--- config.mk ---
export PLATFORM = sky130hd
export DESIGN_NAME = spp_port
export DESIGN_NICKNAME = d
export VERILOG_FILES = /design/src/spp_pkg.sv /design/src/spp_port.sv
export SDC_FILE = /design/constraint.sdc
export NUM_CORES = 1
export LEC_CHECK = 0
export BUFFER_PORTS_ARGS = -buffer_cell sky130_fd_sc_hd__buf_2
export CORE_MARGIN = 4
export CORE_UTILIZATION = 36
export CTS_BUF_LIST = sky130_fd_sc_hd__clkbuf_16
export DETAILED_ROUTE_END_ITERATION = 10
export GPL_TIMING_DRIVEN = 0
export PLACE_DENSITY = 0.74
export SLEW_MARGIN = 20
export SYNTH_ARGS = -nofsm -noshare
export SYNTH_HDL_FRONTEND = slang
export SYNTH_SLANG_ARGS = --single-unit
--- constraint.sdc ---
create_clock -name clk -period 3 [get_ports clk]
set_input_delay 0.15 -clock clk [delete_from_list [all_inputs] [get_ports clk]]
set_output_delay 0.15 -clock clk [all_outputs]
set_load 0.1 [all_outputs]
--- src/spp_pkg.sv ---
// package: constants and carrier types of the six-bit pin port
// Behaviour
// - port read returns pin levels, never latches
// - every reset makes all pins inputs
// - six pins; bits 7 and 6 read zero
// - pin three never drives, input only
// - alternate-function pins read as zero
// - shared pull-up and wake on pins 0,1,3
// - master clear: pull-up on, no wake
// - direction load copies working value to direction
// - direction 1 floats pin, 0 drives latch
// - option overrides pin two direction
// - timer pin source forces pin two input
// - direction write-only, all ones on reset
// - pins not latched; sampled at the read
// - output latches hold until port written
// - each other pin's direction set individually
// - bit set/clear rewrites all latches from pins
// - status bit 7 set only by wake reset
// - write lands cycle end, read samples start
package spp_pkg;

	// ****************************************
	// register map and reset values
	// ****************************************
	localparam int        PORT_W          = 6;
	localparam logic [4:0] ADDR_STATUS    = 5'h03;
	localparam logic [4:0] ADDR_DATA      = 5'h06;
	localparam logic [5:0] DIR_RESET      = 6'h3F;
	localparam logic [7:0] OPTION_RESET   = 8'hFF;
	localparam logic [5:0] LATCH_RESET    = 6'h00;

	// ****************************************
	// field positions
	// ****************************************
	localparam int OPT_WAKE_BIT    = 7;
	localparam int OPT_PULLUP_BIT  = 6;
	localparam int OPT_TMR_SRC_BIT = 5;
	localparam int STATUS_WAKE_BIT = 7;
	localparam int PIN_INPUT_ONLY  = 3;
	localparam int PIN_TIMER       = 2;

	// ****************************************
	// types
	// ****************************************
	typedef enum logic [1:0] {
		WK_IDLE  = 2'b00,
		WK_ARMED = 2'b01,
		WK_FIRE  = 2'b10
	} spp_wake_t;

	typedef struct packed {
		logic       rd;
		logic       wr;
		logic       rmw;
		logic       rmw_set;
		logic [2:0] bit_sel;
		logic       dir_load;
		logic       option_load;
		logic [4:0] addr;
		logic [7:0] data;
	} spp_req_t;

	typedef struct packed {
		logic [5:0] alt_fn;
		logic       master_clear_input_en;
	} spp_cfg_t;

endpackage

--- src/spp_port.sv ---
// module: six-bit pin port with direction, option overrides and wake
`timescale 1ns/100ps
module spp_port
	import spp_pkg::*;
(
	input  wire logic          clk,
	input  wire logic          arst_n,
	input  wire logic          core_reset,
	input  wire logic          sleep,
	input  wire spp_req_t      req,
	input  wire spp_cfg_t      cfg,
	input  wire logic [5:0]    pin_in,
	output logic      [7:0]    rdata,
	output logic      [5:0]    pin_out,
	output logic      [5:0]    pin_oe,
	output logic      [5:0]    pin_pullup,
	output logic               wake_reset
);

	// ****************************************
	// pin synchronisers
	// ****************************************
	logic [5:0] pin_meta;
	logic [5:0] pin_sync;

	always_ff @(posedge clk or negedge arst_n) begin
		if (!arst_n) begin
			pin_meta <= 6'h00;
			pin_sync <= 6'h00;
		end else begin
			pin_meta <= pin_in;
			pin_sync <= pin_meta;
		end
	end

	// ****************************************
	// state
	// ****************************************
	logic [5:0] pin_direction_control;
	logic [7:0] timer_pullup_wake_option;
	logic [5:0] latch;
	logic       wake_reset_flag;
	spp_wake_t  wake_state;
	logic [5:0] wake_ref;
	logic       port_reset;
	logic [5:0] port_view;
	logic [7:0] rmw_value;
	logic [5:0] wake_mask;
	logic       wake_hit;

	// wake reset acts like a core reset on direction and option
	assign port_reset = core_reset | (wake_state == WK_FIRE);
	assign wake_reset = (wake_state == WK_FIRE);

	// no input latch: the view is the synchronised pins of this cycle
	assign port_view = pin_sync & ~cfg.alt_fn;

	// ****************************************
	// direction control
	// ****************************************
	always_ff @(posedge clk or negedge arst_n) begin
		if (!arst_n) begin
			pin_direction_control <= DIR_RESET;
		end else if (port_reset) begin
			pin_direction_control <= DIR_RESET;
		end else if (req.dir_load) begin
			pin_direction_control <= req.data[5:0];
		end
	end

	// ****************************************
	// option register
	// ****************************************
	always_ff @(posedge clk or negedge arst_n) begin
		if (!arst_n) begin
			timer_pullup_wake_option <= OPTION_RESET;
		end else if (port_reset) begin
			timer_pullup_wake_option <= OPTION_RESET;
		end else if (req.option_load) begin
			timer_pullup_wake_option <= req.data;
		end
	end

	// ****************************************
	// output latches
	// ****************************************
	always_comb begin
		rmw_value = {2'b00, port_view};
		rmw_value[req.bit_sel] = req.rmw_set;
	end

	// power-on clears the latches; core and wake resets leave them, only a port write changes them
	always_ff @(posedge clk or negedge arst_n) begin
		if (!arst_n) begin
			latch <= LATCH_RESET;
		end else if (req.rmw && req.addr == ADDR_DATA) begin
			latch <= rmw_value[5:0];
		end else if (req.wr && req.addr == ADDR_DATA) begin
			latch <= req.data[5:0];
		end
	end

	assign pin_out = latch;

	// ****************************************
	// drivers and pull-ups
	// ****************************************
	always_comb begin
		pin_oe = ~pin_direction_control;
		pin_oe[PIN_INPUT_ONLY] = 1'b0;
		if (timer_pullup_wake_option[OPT_TMR_SRC_BIT]) begin
			pin_oe[PIN_TIMER] = 1'b0;
		end
	end

	always_comb begin
		pin_pullup = 6'h00;
		pin_pullup[0] = ~timer_pullup_wake_option[OPT_PULLUP_BIT];
		pin_pullup[1] = ~timer_pullup_wake_option[OPT_PULLUP_BIT];
		pin_pullup[PIN_INPUT_ONLY] = ~timer_pullup_wake_option[OPT_PULLUP_BIT]
			| cfg.master_clear_input_en;
	end

	// ****************************************
	// read data
	// ****************************************
	// sampled at the edge that takes the read, so a write in the same
	// cycle is not yet seen on the pins
	always_ff @(posedge clk or negedge arst_n) begin
		if (!arst_n) begin
			rdata <= 8'h00;
		end else if (req.rd) begin
			if (req.addr == ADDR_DATA) begin
				rdata <= {2'b00, port_view};
			end else if (req.addr == ADDR_STATUS) begin
				rdata <= {wake_reset_flag, 7'h00};
			end else begin
				rdata <= 8'h00;
			end
		end
	end

	// ****************************************
	// wake on change
	// ****************************************
	always_comb begin
		wake_mask = 6'h00;
		wake_mask[0] = 1'b1;
		wake_mask[1] = 1'b1;
		wake_mask[PIN_INPUT_ONLY] = ~cfg.master_clear_input_en;
	end

	assign wake_hit = |((pin_sync ^ wake_ref) & wake_mask);

	always_ff @(posedge clk or negedge arst_n) begin
		if (!arst_n) begin
			wake_state <= WK_IDLE;
			wake_ref <= 6'h00;
		end else begin
			unique case (wake_state)
				WK_IDLE: begin
					wake_ref <= pin_sync;
					if (sleep && !timer_pullup_wake_option[OPT_WAKE_BIT]) begin
						wake_state <= WK_ARMED;
					end
				end
				WK_ARMED: begin
					if (!sleep || timer_pullup_wake_option[OPT_WAKE_BIT]) begin
						wake_state <= WK_IDLE;
					end else if (wake_hit) begin
						wake_state <= WK_FIRE;
					end
				end
				WK_FIRE: begin
					wake_state <= WK_IDLE;
				end
				default: begin
					wake_state <= WK_IDLE;
				end
			endcase
		end
	end

	// ****************************************
	// wake reset flag
	// ****************************************
	// power-on clears; a wake reset sets it even if a core reset coincides
	always_ff @(posedge clk or negedge arst_n) begin
		if (!arst_n) begin
			wake_reset_flag <= 1'b0;
		end else if (wake_state == WK_FIRE) begin
			wake_reset_flag <= 1'b1;
		end else if (core_reset) begin
			wake_reset_flag <= 1'b0;
		end
	end
endmodule

==> flow_summary.ini, run 1 <==
[final_layout]
drive_gt1_share_pct = 37.07
synthToLayoutAreaGrowth_pct = 33.04
antennaDiodeCount = 0
post-route-util_pct = 51.11
fin_nets = 270

[logic_synthesis]
syn_area_per_cell_sq_um = 11.16
synth-seq-cells = 39
netlist_area_sq_um = 1730
yosysUniqueCellTypes = 30
yosysWarningCount = 0
syn_inst = 155
synth_seq_area_share_pct = 56.98

[global_routing]
overflow = 0
grt_pass1_wl_microns = 6334
grt_pass1_vias = 1365
antenna_found_initial = 0
grt_max_degree = 40
grt_usage_pct = 13.42

[route]
wl_per_cell_microns = 13.66
via_per_inst = 4.870
num_vias = 1383
wl_microns = 3880
drt_iter0_drc = 110
postRouteAntennaNets = 0
post-route-drc-count = 0
first_pass_iters = 4

[pwr]
power_frac_comb_pct = 20.1
p_int_uw = 926.1
ir_drop_mv = 0.2726
swShare_pct = 29.77
clkPwrFrac_pct = 36.7
seqPwrFrac_pct = 43.2
p_leak_uw = 0.001153
power_density_nw_per_um2 = 572.8
p_switching_uw = 392.6

[setup_path]
worstPathArrival_ns = 1.35
cpMaxStageDelayCell = buf_2
r2r_start = wake_state[1]
cpPeakStageDelay_ns = 0.47
critPathRequiredTime_ns = 2.85
worst-r2r-cell-count = 3
worstSetupPathType = register to primary output
reg2reg_to = timer_pullup_wake_option[6]
path_max_fanout = 3
path_buf_inv = 1
critPathCaptureType = primary output
worstSetupStartpointType = register
r2r_slack_ns = 1.74
crit_family = buffers and inverters
crit_chain = nor2b_1 -> buf_2

[sta]
drv_slew = 0
finalCriticalPeriod_ns = 1.496
fin_skew_ns = 0.004632
whs_ns = -0.01802
period_share_pct = 49.86
worst_pin_slew_ns = 0.8373
slew_headroom_pct = 44.18
fmax_mhz = 668.5
finalHoldViolCount = 31
setup_tns_ns = 0
rsz0062_at_grt = false
finalSetupViolations = 0

[clock_tree]
htreeDepth = 2
post_cts_buffers = 0
cts_buffers = 5
postCtsResizedCells = 0
clk_latency_ns = 0.28
cts_tree = done
clk_pin_slew_ns = 0.05
cts.sink_count = 39
cts_buffer_depth = 2
cts-root-buf = clkbuf_16
postCtsHoldBufs = 6

[floorplan]
initial_core_util_pct = 38.42
dieHeight_microns = 77.33
std_cell_rows = 24
io_pins = 66
die_w_microns = 77.33
core_sq_um = 4504
dieArea_sq_um = 5980

[flow_run]
maxCapViolCount = 0

[placement]
globalplace.congestion = 0.7800
io_buffers = 59
post-dp-hpwl_microns = 3001

[outcome]
status = finished with violations
violations = negative hold slack

[worst_hold_path]
hold_path.class = input port to async pin
[per-layer routing]
metal	share of wire, %	vias up	wire length [microns]	global-route usage, %
met4	2.1	0	80	4.804
li1	-	685	-	-
met2	45	52	1750	20.55
met3	9.3	9	361	5.787
met1	44	637	1688	17.00
met5	0	-	0	0
[power groups by stage]
stage	registers, uW	logic [uW]	clock network, uW
2_1_floorplan	623	145	0
3_3_place_gp	578	259	0
3_5_place_dp	579	261	0
4_1_cts	570	267	498
5_1_grt	573	282	523
6_report	570	265	484
[state kept, by name (all words and copies together) (netlist names)]
name / cells
wake_state: 2
timer_pullup_wake_option: 3
pin_meta: 6
wake_reset_flag: 1
pin_direction_control: 5
rdata: 7
wake_ref: 3
pin_sync: 6
pin_out: 6
[worst register-to-register path, cell delays in order, from the launching register on]
cell and delay, ns:
dfrtp_1 0.38, nor2b_1 0.16, nor2_1 0.44, o211ai_1 0.19
[synthesized netlist by cell type]
cell	number	share of area, %
a21o_1	1	0.43
a21oi_1	6	1.7
a221oi_1	6	3.0
and3_1	1	0.36
buf_2	1	0.29
buf_4	6	2.6
clkbuf_1	2	0.43
clkbuf_2	2	0.58
conb_1	1	0.22
dfrtp_1	31	45
dfstp_2	8	12
inv_1	15	3.3
mux2_2	3	2.0
mux2i_1	9	5.2
nand2_1	16	3.5
nand2b_1	1	0.36
nand3b_1	3	1.3
nand4b_1	1	0.51
nor2_1	4	0.87
nor2b_1	8	2.9
nor3_1	2	0.58
nor3b_1	3	1.3
nor3b_2	1	0.72
o211a_1	1	0.58
o211ai_1	5	2.2
o21ba_2	1	0.58
o22ai_1	7	2.5
o32ai_1	6	3.0
or3b_1	1	0.51
xnor2_1	3	1.5
[metrics by stage]
step | cells | instance area, sq um | total power (uW) | setup slack (ns)
detailed placement | 270 | 2106 | 839.4 | 1.640
global placement | 270 | 2106 | 836.1 | 1.665
CTS | 284 | 2302 | 1335 | 1.479
finish | 284 | 2302 | 1319 | 1.504
global route | 284 | 2302 | 1379 | 1.406
floorplan | 159 | 1745 | 768.2 | 0.5680
[cell families after synthesis]
group,Yosys count,share of synthesized area [%]
other,1,0.2167
AO/OA/AOI/OAI,33,14.10
XOR/XNOR,3,1.519
multiplexers,12,7.158
buffers and inverters,26,7.158
AND/OR/NAND/NOR,41,12.87
flip-flops,39,56.98
[final cells by class]
cell class	instances	area [sq um]
repair buffers	65	355.3
fillers	418	2202
plain buffers	11	67.56
flip-flops and latches	39	985.9
clock buffers	5	125.1
multi-input cells	94	635.6
inverters	15	56.30
clock inverters	3	11.26
well taps	52	65.06
[layout by cell type (no fill, tap or decap), types with 5 or more instances in the layout]
cell type,n
conb_1,5
o32ai_1,6
a221oi_1,6
dlygate4sd3_1,6
mux2i_1,9
a21oi_1,6
o211ai_1,5
clkbuf_16,5
buf_2,60
dfrtp_1,31
nor2b_1,8
o22ai_1,7
buf_4,6
dfstp_2,8
inv_1,16
nand2_1,16
[worst max path at each step]
stage / start / to / slack, ns / depth (start not counted)
4_1_cts: wake_state[0] / wake_reset / 1.48 / 2
2_1_floorplan: wake_state[0] / pin_direction_control[5] / 0.57 / 3
6_report: wake_state[0] / wake_reset / 1.50 / 2
5_1_grt: wake_state[0] / wake_reset / 1.41 / 2
3_5_place_dp: req[11] / pin_out[5] / 1.64 / 5
3_3_place_gp: req[11] / pin_out[2] / 1.66 / 5
No activity file was read; power rests on OpenSTA's default activity.
==> inputs of run 2 (changes only) <==
==> constraint.sdc (replaced) <==
create_clock -name clk -period 1.45 [get_ports clk]
set_input_delay 0.0725 -clock clk [delete_from_list [all_inputs] [get_ports clk]]
set_output_delay 0.0725 -clock clk [all_outputs]
set_load 0.1 [all_outputs]
==> flow_summary.ini, run 2 (synthesis results as in run 1) <==
[global_routing]
antenna_found_initial = 0
grt_pass1_wl_microns = 6596
grt_pass1_vias = 1389
overflow = 0
grt_max_degree = 40
grt_usage_pct = 14.11

[setup_path]
crit_chain = clkinvlp_4 -> buf_4 -> buf_2
cpMaxStageDelayCell = dfstp_2
critPathCaptureType = primary output
r2r_slack_ns = 0.22
cpPeakStageDelay_ns = 0.55
worstSetupStartpointType = register
worstSetupPathType = register to primary output
crit_start = timer_pullup_wake_option[6]
worst-r2r-cell-count = 3
path_max_fanout = 3
critPathRequiredTime_ns = 1.38
crit_path_end = pin_pullup[1]
r2r_start = wake_state[1]
worstPathArrival_ns = 1.31
reg2reg_to = pin_direction_control[5]

[sta]
worst_pin_slew_ns = 0.8493
drv_slew = 0
finalCriticalPeriod_ns = 1.387
fmax_mhz = 721.1
period_share_pct = 95.64
fin_skew_ns = 0.006293
setup_tns_ns = 0
rsz0062_at_grt = false
finalSetupViolations = 0
slew_headroom_pct = 43.38
finalHoldViolCount = 0
setup_ws_ns = 0.06327

[final_layout]
multi_input_area_sq_um = 645.6
final_cell_mix = 60 x buf_2, 25 x dfrtp_1, 16 x inv_1, 16 x nand2_1, 9 x mux2i_1
antennaDiodeCount = 0
regArea_sq_um = 993.5
fin_nets = 271
drive_gt1_share_pct = 41.20
largest_register_ffs = 7
fill_cells = 422
synthToLayoutAreaGrowth_pct = 36.37
mostFrequentLayoutCell = buf_2
top_register = rdata

[route]
num_vias = 1396
drt_iter0_drc = 102
postRouteAntennaNets = 0
wl_per_cell_microns = 14.16
wl_microns = 4036
via_per_inst = 4.898
first_pass_iters = 4
post-route-drc-count = 0

[clock_tree]
postCtsResizedCells = 0
clk_latency_ns = 0.28
htreeDepth = 2
cts.sink_count = 39
clk_pin_slew_ns = 0.05
cts_buffer_depth = 2
postCtsHoldBufs = 7
cts_buffers = 5
cts-root-buf = clkbuf_16
cts_tree = done
post_cts_buffers = 0

[placement]
io_buffers = 59
globalplace.congestion = 0.7648
preCtsSetupSlack_ns = 0.1805
post-dp-hpwl_microns = 3111

[floorplan]
die_w_microns = 77.33
dieHeight_microns = 77.33
initial_core_util_pct = 38.42
dieArea_sq_um = 5980
core_sq_um = 4504
io_pins = 66
std_cell_rows = 24

[flow_run]
maxCapViolCount = 0

[pwr]
p_leak_uw = 0.001156
power_density_nw_per_um2 = 1240
ir_drop_mv = 0.6290

[worst_hold_path]
hold_path.class = input port to register

[outcome]
status = finished, final reports clean
## run 2: worst min path at each step
stage | from | end | cells past startpoint
finish | req[6] | timer_pullup_wake_option[6] | 3
detailed placement | pin_in[3] | pin_meta[3] | 1
global placement | pin_in[1] | pin_meta[1] | 1
floorplan | arst_n | pin_meta[0] | 0
global route | req[6] | timer_pullup_wake_option[6] | 3
CTS | req[6] | timer_pullup_wake_option[6] | 3
## run 2: per-stage QoR
stage | area [sq um] | instances | utilization [%] | power (uW) | hold slack, ns
6_report | 2360 | 285 | 52.39 | 2925 | 0.02397
2_1_floorplan | 1767 | 159 | - | 1595 | -0.2231
3_3_place_gp | 2127 | 270 | 47.22 | 1735 | 0.1800
5_1_grt | 2360 | 285 | 52.39 | 3056 | 0.03730
4_1_cts | 2360 | 285 | 52.39 | 2961 | 0.02660
3_5_place_dp | 2127 | 270 | 47.22 | 1745 | 0.1818
## run 2: area by class of cell
| cell class | count | share of cell area, % |
|---|---|---|
| well taps | 52 | 2.757 |
| repair buffers | 66 | 15.48 |
| clock buffers | 5 | 5.302 |
| clock inverters | 3 | 1.591 |
| multi-input cells | 94 | 27.36 |
| flip-flops and latches | 39 | 42.10 |
| inverters | 15 | 2.545 |
| plain buffers | 11 | 2.863 |
## run 2: routing by layer
| layer | vias up | wire, microns | global-route usage [%] |
|---|---|---|---|
| li1 | 688 | - | - |
| met1 | 647 | 1578 | 15.93 |
| met2 | 54 | 2000 | 23.83 |
| met3 | 7 | 392 | 6.481 |
| met4 | 0 | 65 | 4.448 |
| met5 | - | 0 | 0 |
## run 2: critical path, delay by kind of cell, from the launching register on
family   cells  cell delay (ns)
buf+inv      3             0.49
flops        1             0.55
## run 2: report_power, final
| part | internal, uW | switching, uW | total (uW) | leakage [uW] |
|---|---|---|---|---|
| Clock | 798 | 390 | 1190 | 0.0000864 |
| Sequential | 1150 | 29.5 | 1180 | 0.000471 |
| Combinational | 148 | 405 | 553 | 0.000599 |
| Total | 2100 | 824 | 2930 | 0.00116 |
==> inputs of run 3 (changes only) <==
--- a/config.mk
+++ b/config.mk
@@ -6,11 +6,13 @@
 export NUM_CORES = 1
 export LEC_CHECK = 0
 export BUFFER_PORTS_ARGS = -buffer_cell sky130_fd_sc_hd__buf_2
+export CORE_ASPECT_RATIO = 1.1
 export CORE_MARGIN = 4
 export CORE_UTILIZATION = 36
 export CTS_BUF_LIST = sky130_fd_sc_hd__clkbuf_16
 export DETAILED_ROUTE_END_ITERATION = 10
 export GPL_TIMING_DRIVEN = 0
+export HOLD_SLACK_MARGIN = 0.1
 export PLACE_DENSITY = 0.74
 export SLEW_MARGIN = 20
 export SYNTH_ARGS = -nofsm -noshare
==> flow_summary.ini, run 3 (synthesis results as in run 1) <==
[outcome]
status = finished, final reports clean

[final_layout]
antennaDiodeCount = 0
mostFrequentLayoutCell = buf_2
drive_gt1_share_pct = 39.44
final_cell_mix = 61 x buf_2, 25 x dlygate4sd3_1, 25 x dfrtp_1
postLayoutCellArea_sq_um = 2545
top_register = rdata
synthToLayoutAreaGrowth_pct = 47.07
post-route-util_pct = 54.71
fin_cells = 307
largest_register_ffs = 7
fin_nets = 289

[placement]
preCtsSetupSlack_ns = 0.1841
io_buffers = 59
placed_cells = 274
post-dp-hpwl_microns = 2900
globalplace.congestion = 0.7325
dpl_cell_area_sq_um = 2132

[pwr]
p_leak_uw = 0.001227
p_int_uw = 1956
p_switching_uw = 833.4
power_density_nw_per_um2 = 1096
swShare_pct = 29.88
power_frac_comb_pct = 21.5
ir_drop_mv = 0.7036
seqPwrFrac_pct = 42.5
clkPwrFrac_pct = 36.0

[clock_tree]
htreeDepth = 2
cts_buffers = 5
cts_buffer_depth = 2
cts.sink_count = 39
cts_tree = done
post_cts_buffers = 0
cts-root-buf = clkbuf_16
clk_latency_ns = 0.27
clk_pin_slew_ns = 0.05

[setup_path]
critPathRequiredTime_ns = 1.38
r2r_slack_ns = 0.12
worstPathArrival_ns = 1.34
worstSetupPathType = register to primary output
cpMaxStageDelayCell = dfstp_2
path_max_fanout = 3
cpPeakStageDelay_ns = 0.56
path_buf_inv = 3
worstSetupStartpointType = register
crit_chain = clkinvlp_4 -> buf_4 -> buf_2
crit_family = flip-flops
critPathCaptureType = primary output

[sta]
finalHoldViolCount = 0
fin_skew_ns = 0.001713
rsz0062_at_grt = true
drv_slew = 0
setup_tns_ns = 0
worst_pin_slew_ns = 0.8611
finalSetupViolations = 0
fmax_mhz = 707.6
setup_ws_ns = 0.03677
finalCriticalPeriod_ns = 1.413
slew_headroom_pct = 42.59
period_share_pct = 97.46

[route]
drt_iter0_drc = 102
wl_microns = 4162
via_per_inst = 4.769
first_pass_iters = 4
post-route-drc-count = 0
num_vias = 1464
wl_per_cell_microns = 13.56
postRouteAntennaNets = 0

[floorplan]
std_cell_rows = 26
dieHeight_microns = 80.72
core_sq_um = 4652
initial_core_util_pct = 37.20
io_pins = 66
die_w_microns = 74.11
dieArea_sq_um = 5981

[global_routing]
grt_max_degree = 40
grt_pass1_vias = 1451
antenna_found_initial = 0
grt_pass1_wl_microns = 6727
grt_usage_pct = 14.96
overflow = 0

[worst_hold_path]
hold_path.class = input port to register

[flow_run]
maxCapViolCount = 0
run 3: changes by cell type in the layout (fill, tap and decap cells not counted), sizes merged:
cell and delta:
clkinv +2, inv -1, buf +1, bufinv -1
dlygate4sd3 +18, clkbuf -1
run 3: tightest hold or removal path, stage by stage:
cell     delay, ns
buf_2         0.09
nor2b_1       0.05
nand2_1       0.06
o22ai_1       0.07
run 3: per-layer routing:
metal | GRT usage [%] | vias to the layer above | wire length, microns
met5 | 0 | - | 0
met4 | 4.348 | 0 | 52
met3 | 5.006 | 6 | 344
met2 | 23.40 | 61 | 1977
met1 | 19.62 | 669 | 1788
li1 | - | 728 | -
run 3: metrics by stage:
| step | hold WS (ns) | power (uW) |
|---|---|---|
| after floorplan | -0.2231 | 1595 |
| after global placement | 0.1797 | 1735 |
| after detailed placement | 0.1818 | 1744 |
| after CTS | 0.1030 | 2819 |
| after global routing | 0.1158 | 2934 |
| final | 0.1141 | 2789 |
run 3: repair_timing:
item	in CTS	in global routing
hold buffers	25	0
resized for setup	0	6
endpoints found under the hold margin	53	0
endpoints found under the setup margin	0	6
run 3: final cells by class:
cell class / count / area, sq um
fillers: 416 / 2107
repair buffers: 84 / 545.5
flip-flops and latches: 39 / 993.5
multi-input cells: 94 / 671.9
inverters: 15 / 60.06
plain buffers: 11 / 67.56
well taps: 56 / 70.07
clock inverters: 3 / 11.26
clock buffers: 5 / 125.1
run 3: final timing paths:
kind	start	endpoint	cells after the start
worst max-delay path	timer_pullup_wake_option[6]	pin_pullup[1]	3
worst min-delay path	cfg[2]	rdata[1]	4
worst max register to register	pin_sync[0]	rdata[0]	4
worst min register to register	pin_meta[1]	pin_sync[1]	0
max in group asynchronous	arst_n	pin_out[4]	2
min in group asynchronous	arst_n	pin_meta[5]	2
run 3: power groups by stage:
stage                     Combinational (uW)  Sequential, uW  Clock (uW)
after floorplan                          300            1290           0
after global placement                   535            1200           0
after detailed placement                 541            1200           0
after CTS                                592            1180        1040
after global routing                     638            1190        1110
final                                    598            1190        1010
